[config.mk]
export PLATFORM = sky130hd
export DESIGN_NAME = tmdsc_regs
export DESIGN_NICKNAME = d
export VERILOG_FILES = /design/src/rtl/tmdsc_pkg.sv /design/src/rtl/tmdsc_regs.sv
export SDC_FILE = /design/constraint.sdc
export NUM_CORES = 1
export LEC_CHECK = 0
export ABC_AREA = 1
export BUFFER_PORTS_ARGS = -buffer_cell sky130_fd_sc_hd__buf_2
export CORE_MARGIN = 2
export CORE_UTILIZATION = 45
export CTS_CLUSTER_DIAMETER = 150
export DETAILED_ROUTE_END_ITERATION = 8
export GPL_TIMING_DRIVEN = 0
export PLACE_DENSITY = 0.66
export SLEW_MARGIN = 20
export SYNTH_ARGS = -nofsm -noshare
export SYNTH_HDL_FRONTEND = slang
export SYNTH_SLANG_ARGS = --single-unit
export TNS_END_PERCENT = 1
[constraint.sdc]
create_clock -name ref_clk -period 2.15 [get_ports ref_clk]
set_input_delay 0.215 -clock ref_clk [delete_from_list [all_inputs] [get_ports ref_clk]]
set_output_delay 0.215 -clock ref_clk [all_outputs]
set_load 0.05 [all_outputs]
[src/rtl/tmdsc_pkg.sv]
// Package for the link switch control register bank: offsets, fields, reset values, timing.
package tmdsc_pkg;

  // Register offsets; the bank holds one byte per register
  localparam logic [7:0] OFF_HIGH_SPEED_MODE = 8'h00;
  localparam logic [7:0] OFF_AUXILIARY_MODE = 8'h01;
  localparam logic [7:0] OFF_RECEIVER_SETTINGS = 8'h02;
  localparam logic [7:0] OFF_INPUT_TERM_PULSE = 8'h03;
  localparam logic [7:0] OFF_RECEIVE_EQUALIZER = 8'h04;
  localparam logic [7:0] OFF_TRANSMITTER_SETTINGS = 8'h05;

  // Field positions
  localparam int POS_FAST_PATH_ENABLE = 0;
  localparam int POS_FAST_SOURCE_SELECT = 1;
  localparam int POS_SIDE_ENABLE = 0;
  localparam int POS_SIDE_SOURCE_SELECT = 1;
  localparam int POS_INPUT_TERM_ENABLE = 0;
  localparam int POS_OUTPUT_BOOST_LEVEL = 0;
  localparam int POS_OUTPUT_TERM_ENABLE = 2;
  localparam int POS_OUTPUT_DRIVE_CURRENT = 3;

  // Values after reset
  localparam logic [7:0] RST_HIGH_SPEED_MODE = 8'h01;
  localparam logic [7:0] RST_AUXILIARY_MODE = 8'h01;
  localparam logic [7:0] RST_RECEIVER_SETTINGS = 8'h01;
  localparam logic [7:0] RST_INPUT_TERM_PULSE = 8'h00;
  localparam logic [7:0] RST_RECEIVE_EQUALIZER = 8'h00;
  localparam logic [7:0] RST_TRANSMITTER_SETTINGS = 8'h04;

  // Termination disconnect time on a source change
  localparam int CLK_PERIOD_NS = 10;
  localparam int TERM_PULSE_MS = 100;
  localparam int TERM_PULSE_CYCLES = (TERM_PULSE_MS * 1000000) / CLK_PERIOD_NS;

  // Control levels to the analog circuits
  typedef struct packed {
    logic fast_path_enable;
    logic fast_source_select;
    logic side_enable;
    logic side_source_select;
    logic [7:0] input_term_connect;
    logic [7:0] input_eq_level_mask;
    logic [1:0] output_boost_level;
    logic output_term_enable;
    logic output_drive_current;
  } tmdsc_ctrl_t;

endpackage : tmdsc_pkg

[src/rtl/tmdsc_regs.sv]
// Control register bank of the two-input link switch, with a termination pulse timer.
//
// Functional notes
// Fast enable 0 = standby, 1 = channels active.
// Fast select picks source A or B.
// Side enable 0 opens all low-speed connections.
// Side select picks source A or B lines.
// Input term enable gates all input terminations.
// Pulse bit set: disconnect ~100 ms on switch.
// Pulse bit clear: termination stays connected.
// Bits 0-3 A0-A3, bits 4-7 B3-B0.
// Equalizer bit 0 = 6 dB, 1 = 12 dB.
// Two-bit boost code shared by all outputs.
// Output termination bit connects all outputs.
// Drive current bit 0 = 10 mA, 1 = 20 mA.
// Reset selects A, 6 dB, 0 dB, terminations on.
// Low reset input restores the defaults.
// Timer starts only when source select changes.
`timescale 1ns/1ps
`default_nettype none

module tmdsc_regs #(
  parameter int TERM_PULSE_LEN = tmdsc_pkg::TERM_PULSE_CYCLES
) (
  // Clock and reset
  input wire logic ref_clk,
  input wire logic rstn,
  // Register port, one byte per access
  input wire logic reg_wr,
  input wire logic reg_rd,
  input wire logic [7:0] reg_addr,
  input wire logic [7:0] reg_wdata,
  output logic [7:0] reg_rdata,
  output logic reg_rvalid,
  // Static control levels
  output tmdsc_pkg::tmdsc_ctrl_t ctrl
);

  ////////////////////////////////////////////////////////////////////////////
  logic [7:0] high_speed_mode_r;
  logic [7:0] auxiliary_mode_r;
  logic [7:0] receiver_settings_r;
  logic [7:0] input_termination_pulse_r;
  logic [7:0] receive_equalizer_r;
  logic [7:0] transmitter_settings_r;
  // Channels held off by a running pulse
  logic [7:0] term_off_r;
  logic [7:0] term_off_nxt;
  logic [31:0] pulse_cnt_r;
  logic src_change;
  logic [7:0] rdata_nxt;
  tmdsc_pkg::tmdsc_ctrl_t ctrl_nxt;

  // Exact offset match; offsets beyond the bank decode to nothing
  function automatic logic hit(input logic [7:0] addr, input logic [7:0] off);
    hit = (addr == off);
  endfunction : hit

  // Settings to analog control levels; shared by reset and normal operation
  function automatic tmdsc_pkg::tmdsc_ctrl_t ctrl_word(
    input logic [7:0] hs,
    input logic [7:0] aux,
    input logic [7:0] rx,
    input logic [7:0] eq,
    input logic [7:0] tx,
    input logic [7:0] off
  );
    tmdsc_pkg::tmdsc_ctrl_t c;
    c.fast_path_enable = hs[tmdsc_pkg::POS_FAST_PATH_ENABLE];
    c.fast_source_select = hs[tmdsc_pkg::POS_FAST_SOURCE_SELECT];
    c.side_enable = aux[tmdsc_pkg::POS_SIDE_ENABLE];
    c.side_source_select = aux[tmdsc_pkg::POS_SIDE_SOURCE_SELECT];
    // Bit order A0..A3, B3..B0 passes straight through to the analog side
    c.input_term_connect = {8{rx[tmdsc_pkg::POS_INPUT_TERM_ENABLE]}} & ~off; // see R5
    c.input_eq_level_mask = eq; // see R9
    // Output settings are shared by all four channels
    c.output_boost_level = tx[tmdsc_pkg::POS_OUTPUT_BOOST_LEVEL +: 2];
    c.output_term_enable = tx[tmdsc_pkg::POS_OUTPUT_TERM_ENABLE];
    c.output_drive_current = tx[tmdsc_pkg::POS_OUTPUT_DRIVE_CURRENT];
    return c;
  endfunction : ctrl_word

  // Pins show the defaults while reset is held, not only after it
  localparam tmdsc_pkg::tmdsc_ctrl_t CTRL_RST = ctrl_word(tmdsc_pkg::RST_HIGH_SPEED_MODE,
    tmdsc_pkg::RST_AUXILIARY_MODE, tmdsc_pkg::RST_RECEIVER_SETTINGS,
    tmdsc_pkg::RST_RECEIVE_EQUALIZER, tmdsc_pkg::RST_TRANSMITTER_SETTINGS, 8'h00);

  ////////////////////////////////////////////////////////////////////////////
  // Register writes; unused bits are kept so they read back as written
  always_ff @(posedge ref_clk or negedge rstn)
  begin
    if (!rstn)
      high_speed_mode_r <= tmdsc_pkg::RST_HIGH_SPEED_MODE; // see R13
    else if (reg_wr && hit(reg_addr, tmdsc_pkg::OFF_HIGH_SPEED_MODE))
      high_speed_mode_r <= reg_wdata;
  end

  always_ff @(posedge ref_clk or negedge rstn)
  begin
    if (!rstn)
      auxiliary_mode_r <= tmdsc_pkg::RST_AUXILIARY_MODE;
    else if (reg_wr && hit(reg_addr, tmdsc_pkg::OFF_AUXILIARY_MODE))
      auxiliary_mode_r <= reg_wdata;
  end

  always_ff @(posedge ref_clk or negedge rstn)
  begin
    if (!rstn)
      receiver_settings_r <= tmdsc_pkg::RST_RECEIVER_SETTINGS;
    else if (reg_wr && hit(reg_addr, tmdsc_pkg::OFF_RECEIVER_SETTINGS))
      receiver_settings_r <= reg_wdata;
  end

  always_ff @(posedge ref_clk or negedge rstn)
  begin
    if (!rstn)
      input_termination_pulse_r <= tmdsc_pkg::RST_INPUT_TERM_PULSE;
    else if (reg_wr && hit(reg_addr, tmdsc_pkg::OFF_INPUT_TERM_PULSE))
      input_termination_pulse_r <= reg_wdata;
  end

  always_ff @(posedge ref_clk or negedge rstn)
  begin
    if (!rstn)
      receive_equalizer_r <= tmdsc_pkg::RST_RECEIVE_EQUALIZER;
    else if (reg_wr && hit(reg_addr, tmdsc_pkg::OFF_RECEIVE_EQUALIZER))
      receive_equalizer_r <= reg_wdata;
  end

  always_ff @(posedge ref_clk or negedge rstn)
  begin
    if (!rstn)
      transmitter_settings_r <= tmdsc_pkg::RST_TRANSMITTER_SETTINGS;
    else if (reg_wr && hit(reg_addr, tmdsc_pkg::OFF_TRANSMITTER_SETTINGS))
      transmitter_settings_r <= reg_wdata;
  end

  ////////////////////////////////////////////////////////////////////////////
  // Termination pulse on a source change
  // Rewriting the same source leaves the input links undisturbed
  assign src_change = reg_wr && hit(reg_addr, tmdsc_pkg::OFF_HIGH_SPEED_MODE)
    && (reg_wdata[tmdsc_pkg::POS_FAST_SOURCE_SELECT]
    != high_speed_mode_r[tmdsc_pkg::POS_FAST_SOURCE_SELECT]);

  // A new switch during a pulse restarts the full period, using the mask at that write
  always_comb
  begin
    term_off_nxt = term_off_r;
    if (src_change)
      term_off_nxt = input_termination_pulse_r; // see R6 see R7
    else if (pulse_cnt_r == 32'h0000_0001)
      term_off_nxt = 8'h00;
  end

  always_ff @(posedge ref_clk or negedge rstn)
  begin
    if (!rstn)
      term_off_r <= 8'h00;
    else
      term_off_r <= term_off_nxt;
  end

  // One timer serves every masked channel, since they all switch together
  always_ff @(posedge ref_clk or negedge rstn)
  begin
    if (!rstn)
      pulse_cnt_r <= 32'h0000_0000;
    else if (src_change)
      pulse_cnt_r <= 32'(TERM_PULSE_LEN);
    else if (pulse_cnt_r != 32'h0000_0000)
      pulse_cnt_r <= pulse_cnt_r - 32'h0000_0001;
  end

  ////////////////////////////////////////////////////////////////////////////
  // Control outputs, registered; the pins show the defaults while reset is held
  assign ctrl_nxt = ctrl_word(high_speed_mode_r, auxiliary_mode_r, receiver_settings_r, receive_equalizer_r,
    transmitter_settings_r, term_off_nxt);

  always_ff @(posedge ref_clk or negedge rstn)
  begin
    if (!rstn)
      ctrl <= CTRL_RST; // see R13
    else
      ctrl <= ctrl_nxt;
  end

  ////////////////////////////////////////////////////////////////////////////
  // Read back; unmapped offsets read zero
  always_comb
  begin
    if (hit(reg_addr, tmdsc_pkg::OFF_HIGH_SPEED_MODE))
      rdata_nxt = high_speed_mode_r;
    else if (hit(reg_addr, tmdsc_pkg::OFF_AUXILIARY_MODE))
      rdata_nxt = auxiliary_mode_r;
    else if (hit(reg_addr, tmdsc_pkg::OFF_RECEIVER_SETTINGS))
      rdata_nxt = receiver_settings_r;
    else if (hit(reg_addr, tmdsc_pkg::OFF_INPUT_TERM_PULSE))
      rdata_nxt = input_termination_pulse_r;
    else if (hit(reg_addr, tmdsc_pkg::OFF_RECEIVE_EQUALIZER))
      rdata_nxt = receive_equalizer_r;
    else if (hit(reg_addr, tmdsc_pkg::OFF_TRANSMITTER_SETTINGS))
      rdata_nxt = transmitter_settings_r;
    else
      rdata_nxt = 8'h00;
  end

  always_ff @(posedge ref_clk or negedge rstn)
  begin
    if (!rstn)
    begin
      reg_rdata <= 8'h00;
      reg_rvalid <= 1'b0;
    end
    else
    begin
      reg_rvalid <= reg_rd;
      // Data holds until the next read, so a slow host may fetch it late
      if (reg_rd)
        reg_rdata <= rdata_nxt;
    end
  end

endmodule : tmdsc_regs
`default_nettype wire

==> After elaboration in Yosys (flattened, before gate mapping) <==
Cells that the tools add are included.
{ "totals": {"regBits": 121, "in_bits": 20, "output_inout_bits": 33} }
{ "classes": {"n_addsub": 1, "eq_ne": 7, "muxes": 10, "bitwise_logic": 2, "n_reduce_logical": 10} }
{ "ops": {"columns": ["cell", "n"], "rows": [
  ["$mux W32", 2],
  ["$mux W8", 8],
  ["$eq A32 B1 Y1 const B", 1],
  ["$reduce_bool A32 Y1", 1],
  ["$sub A32 B1 Y32 const B", 1],
  ["$eq A8 B2 Y1 const B", 2],
  ["$eq A8 B3 Y1 const B", 2],
  ["$and A8 B8 Y8", 1],
  ["$eq A8 B1 Y1 const B", 1],
  ["$logic_not A8 Y1", 1],
  ["$not A8 Y8", 1],
  ["$logic_and A1 B1 Y1", 7],
  ["$reduce_bool A2 Y1", 1],
  ["$ne A1 B1 Y1", 1]
]} }

==> Logic depth before layout (Yosys ltp) <==
{ "logic_depth": {"depth_word": 7, "depth_mapped": 11} }

==> Worst setup path after synthesis <==
OpenSTA, ideal clock, no wires.
{ "synth_path": {"path_type": "register -> register", "startpoint": "register pulse_cnt_r[0]", "endpoint": "register pulse_cnt_r[25]", "setup_ns": 0.116, "arrival_time_ns": 1.576, "t_required_ns": 2.034, "setup_slack_ns": 0.458, "path_stages_with_launch": 11, "period_less_slack_ns": 1.692, "cell_sequence": "dfrtp_1 inv_1 ha_1 nand2_2 nor2_4 nand2_2 nor2_4 nand2_4 inv_4 buf_6 nor2_1"} }
{ "synth_via": {"elab_chain_len": 3, "word_cells_on_any_way": 5, "classes_between": "1 x add/sub; 2 x mux; 2 x reduce/logical"} }
{ "synth_rtl": {"columns": ["element", "line_no", "rtl"], "rows": [
  ["from (decl)", "tmdsc_regs.sv:49", "logic [31:0] pulse_cnt_r;"],
  ["from (signal assigned)", "tmdsc_regs.sv:169", "pulse_cnt_r <= 32'(TERM_PULSE_LEN);"],
  ["from (signal assigned)", "tmdsc_regs.sv:171", "pulse_cnt_r <= pulse_cnt_r - 32'h0000_0001;"],
  ["$sub A32 B1 Y32", "tmdsc_regs.sv:171", null],
  ["$mux W32", "tmdsc_regs.sv:170", "else if (pulse_cnt_r != 32'h0000_0000)"],
  ["$mux W32", "tmdsc_regs.sv:168", "else if (src_change)"]
]} }
Several ways; a longest one is shown, not always the timed one. The select of a mux whose other input is x is not followed.
A chain may end at the register's enable or synchronous reset.

==> Final worst setup path <==
Same ends and word-level chain as after synthesis.

==> run_results.csv <==
group,metric,value,unit
grt,antenna_found_initial,0,
route,drc,0,
worst_setup_path,rrSetupSlack,0.17,ns
worst_setup_path,critPathCapture,"pulse_cnt_r[25]",
clocking,cts_tree,"done",
floorplanning,core_area,0.0126,mm^2
run_status,status,"finished clean",
worst_setup_path,critPathLaunch,"pulse_cnt_r[0]",
synth,synth-edff-count,0,
synth,yosysMostFrequentCell,"nand2_1",
finish,postLayoutCoreUtil,55.3,%
power_and_ir_drop,power.switching,1.58,mW
synth,synth_ff_type,"dfrtp_1",
clocking,htree_levels,4,
route,routedWlPerCell,14.5,um
clocking,numCtsBuffers,17,
clocking,insertion_delay,0.42,ns
finish,drive_gt1_share,19.1,%
worst_hold_path,hold_path_class,"input port to flip-flop",
power_and_ir_drop,ir_drop,0.594,mV
timing,finalSetupTns,0,ns
worst_setup_path,worstSetupStartpointType,"flip-flop",
route,viasPerCell,5.09,
clocking,cts_root_buf,"clkbuf_16",
clocking,clkTransAtPathRegs,0.06,ns
finish,n_antenna_cell,0,
synth,syn_avg_cell_area,8.21,um^2
power_and_ir_drop,p_per_area,884,mW/mm^2
synth,netlist_instances,706,
timing,fin_crit,1.98,ns
worst_setup_path,endpoint_kind,"flip-flop",
synth,ys_ff_latch,121,
power_and_ir_drop,internal-power,4.59,mW
worst_setup_path,arrival,2.29,ns
worst_setup_path,path_max_fanout,10,
floorplanning,die_w,117,um
synth,yosys-top-cells-area,"dfrtp_1 (46%), nand2_1 (13%), dfstp_2 (6.8%)",
power_and_ir_drop,p_leak,3.50,nW
finish,n_fill_cell,1202,
grt,grt_max_degree,63,
synth,synth_top_area_share,45.8,%
route,drt_wl_total,14000,um
route,via_count,4921,
timing,relSlewSlack,60.0,%
clocking,cts_buffer_depth,2,
timing,max_freq,505,MHz
timing,tightest_slew,0.600,ns
timing,setup-violations-final,0,
worst_setup_path,r2r-end,"pulse_cnt_r[25]",
power_and_ir_drop,finalPower,6.17,mW
clocking,cts.sinks,121,
power_and_ir_drop,pwr-share-clk,49.5,%
grt,grt_pass1_wl,23300,um
placed_design,dp_hpwl,10200,um
synth,yosysTopAreaCell,"dfrtp_1",
placed_design,place_ws,0.0975,ns
job,maxCapViolCount,0,
placed_design,gp_congestion,0.893,
finish,areaGrowthSynthToFinish,20.4,%
route,antenna_left,0,
route,drt_iter0_markers,358,
worst_setup_path,rr_worst_depth,10,
grt,grtUsageTotal,21.3,%
floorplanning,io_pins,53,
route,drt_pass1_iterations,5,
grt,overflow,0,
grt,grt_pass1_vias,4741,
synth,yosys_warnings,0,
synth,yosys-top-cells-count,"nand2_1 (196), dfrtp_1 (106), nor2_1 (96)",
synth,synth_sequential_area_ratio,52.6,%
worst_setup_path,path_class,"flip-flop to flip-flop",
synth,synth_area,0.00579,mm^2
synth,ys_types,32,
worst_setup_path,cp.required,2.46,ns
floorplanning,initial_core_util,45.9,%
power_and_ir_drop,switching_share,25.6,%
timing,grt_setup_unrepaired,"no",
power_and_ir_drop,comb_power_share,9.0,%
synth,synth_nets,728,
floorplanning,rows,41,
timing,hold_violations,0,
floorplanning,dieHeight,117,um
synth,async_flop_share,100,%
worst_setup_path,reg2reg_from,"pulse_cnt_r[0]",
timing,skew,0.00837,ns
timing,finalCritPeriodShare,92.1,%
power_and_ir_drop,p_seq_share,41.5,%
finish,nets,803,
placed_design,io_buffers,51,
floorplanning,die_area,0.0138,mm^2
timing,drv_slew,0,
timing,post-route-worst-setup-slack,0.170,ns
-- logic make-up (layout without fill, tap and decap cells) --
kind of cell               after synthesis  in the layout  share of synthesized area (%)
and+or+nand+nor                        408            408                           31.4
DFF                                    121            121                           52.6
buffers and inverters                   94            182                           7.04
AOI/OAI and AO/OA                       73             73                           7.30
xor gates and xnor gates                 8              8                           1.21
adders and majority gates                2              2                          0.432
-- per-layer routing --
metal	track usage [%]	share of wire [%]	wire, um	vias to the layer above
met4	7.53	1.9	272	0
met5	0	0	0	-
met2	34.5	48	6810	112
met1	28.1	46	6400	2379
met3	5.33	4.0	567	27
li1	-	-	-	2403
-- critical path: stages, from the launching register on --
cell     delay [ns]
dfrtp_1        0.39
inv_1          0.11
ha_2           0.24
nand2_2        0.11
nor2_4         0.20
nand2_2        0.11
nor2_4         0.21
nand2_4        0.16
inv_4          0.12
buf_6          0.15
nor2_1         0.06
-- how the worst min path moves through the flow --
| stage | startpoint | to | slack, ns | depth (start not counted) |
|---|---|---|---|---|
| after global placement | reg_rd | reg_rvalid | 0.34 | 1 |
| after CTS | reg_wdata[6] | receiver_settings_r[6] | 0.17 | 3 |
| after floorplan | rstn | auxiliary_mode_r[1] | -0.08 | 0 |
| final | reg_wdata[6] | receiver_settings_r[6] | 0.18 | 3 |
| after detailed placement | rstn | pulse_cnt_r[20] | 0.24 | 1 |
| after global routing | reg_wdata[3] | receiver_settings_r[3] | 0.19 | 3 |
-- cell usage in the layout, fill, tap and decap left out, drive strengths merged --
cell,count
nand3,74
nand4,10
a21oi,10
dfstp,15
clkbuf,21
dfrtp,106
nand3b,3
ha,2
bufinv,4
or2,5
xor2,8
nand2,199
o21bai,3
nor2,105
o21ai,52
o211ai,8
clkinv,4
buf,68
dlygate4sd3,2
nor3,8
clkinvlp,5
and2,4
inv,78
-- power groups by stage --
| stage | registers (mW) | logic (mW) | clock network, mW |
|---|---|---|---|
| floorplan | 2.64 | 0.302 | 0 |
| global placement | 2.59 | 0.532 | 0 |
| detailed placement | 2.59 | 0.549 | 0 |
| CTS | 2.55 | 0.560 | 3.09 |
| global route | 2.58 | 0.631 | 3.18 |
| finish | 2.56 | 0.554 | 3.06 |
-- per-stage QoR --
| stage | hold slack, ns | cells | instance area (um^2) |
|---|---|---|---|
| after global routing | 0.185 | 966 | 6970 |
| after floorplan | -0.0806 | 706 | 5790 |
| after CTS | 0.168 | 964 | 6950 |
| final | 0.183 | 966 | 6970 |
| after detailed placement | 0.242 | 930 | 6300 |
| after global placement | 0.340 | 929 | 6260 |
-- final cells by class --
cell class                 count  area, um^2  area share (%)
sequential                   121        3050            43.7
multi-input combinational    491        2340            33.6
clock buffer                  18         439            6.30
timing repair buffer          56         324            4.65
inverter                      77         294            4.22
tap                          172         215            3.09
clock inverter                14         198            2.83
buffer                        17         114            1.63
-- registers in the layout, summed over array words and instances, names as in the netlist --
register                   cells
receive_equalizer_r            8
auxiliary_mode_r               8
reg_rvalid                     1
transmitter_settings_r         8
pulse_cnt_r                   32
ctrl                          24
receiver_settings_r            8
input_termination_pulse_r      8
reg_rdata                      8
high_speed_mode_r              8
term_off_r                     8
-- what timing repair did --
action,4_1_cts,5_1_grt
endpoints found under the hold margin,50,0
gates resized for setup,0,2
setup endpoints to repair,0,10
setup buffers,0,2
hold buffers,2,0
Note: power is estimated with default switching activity, not from simulation.
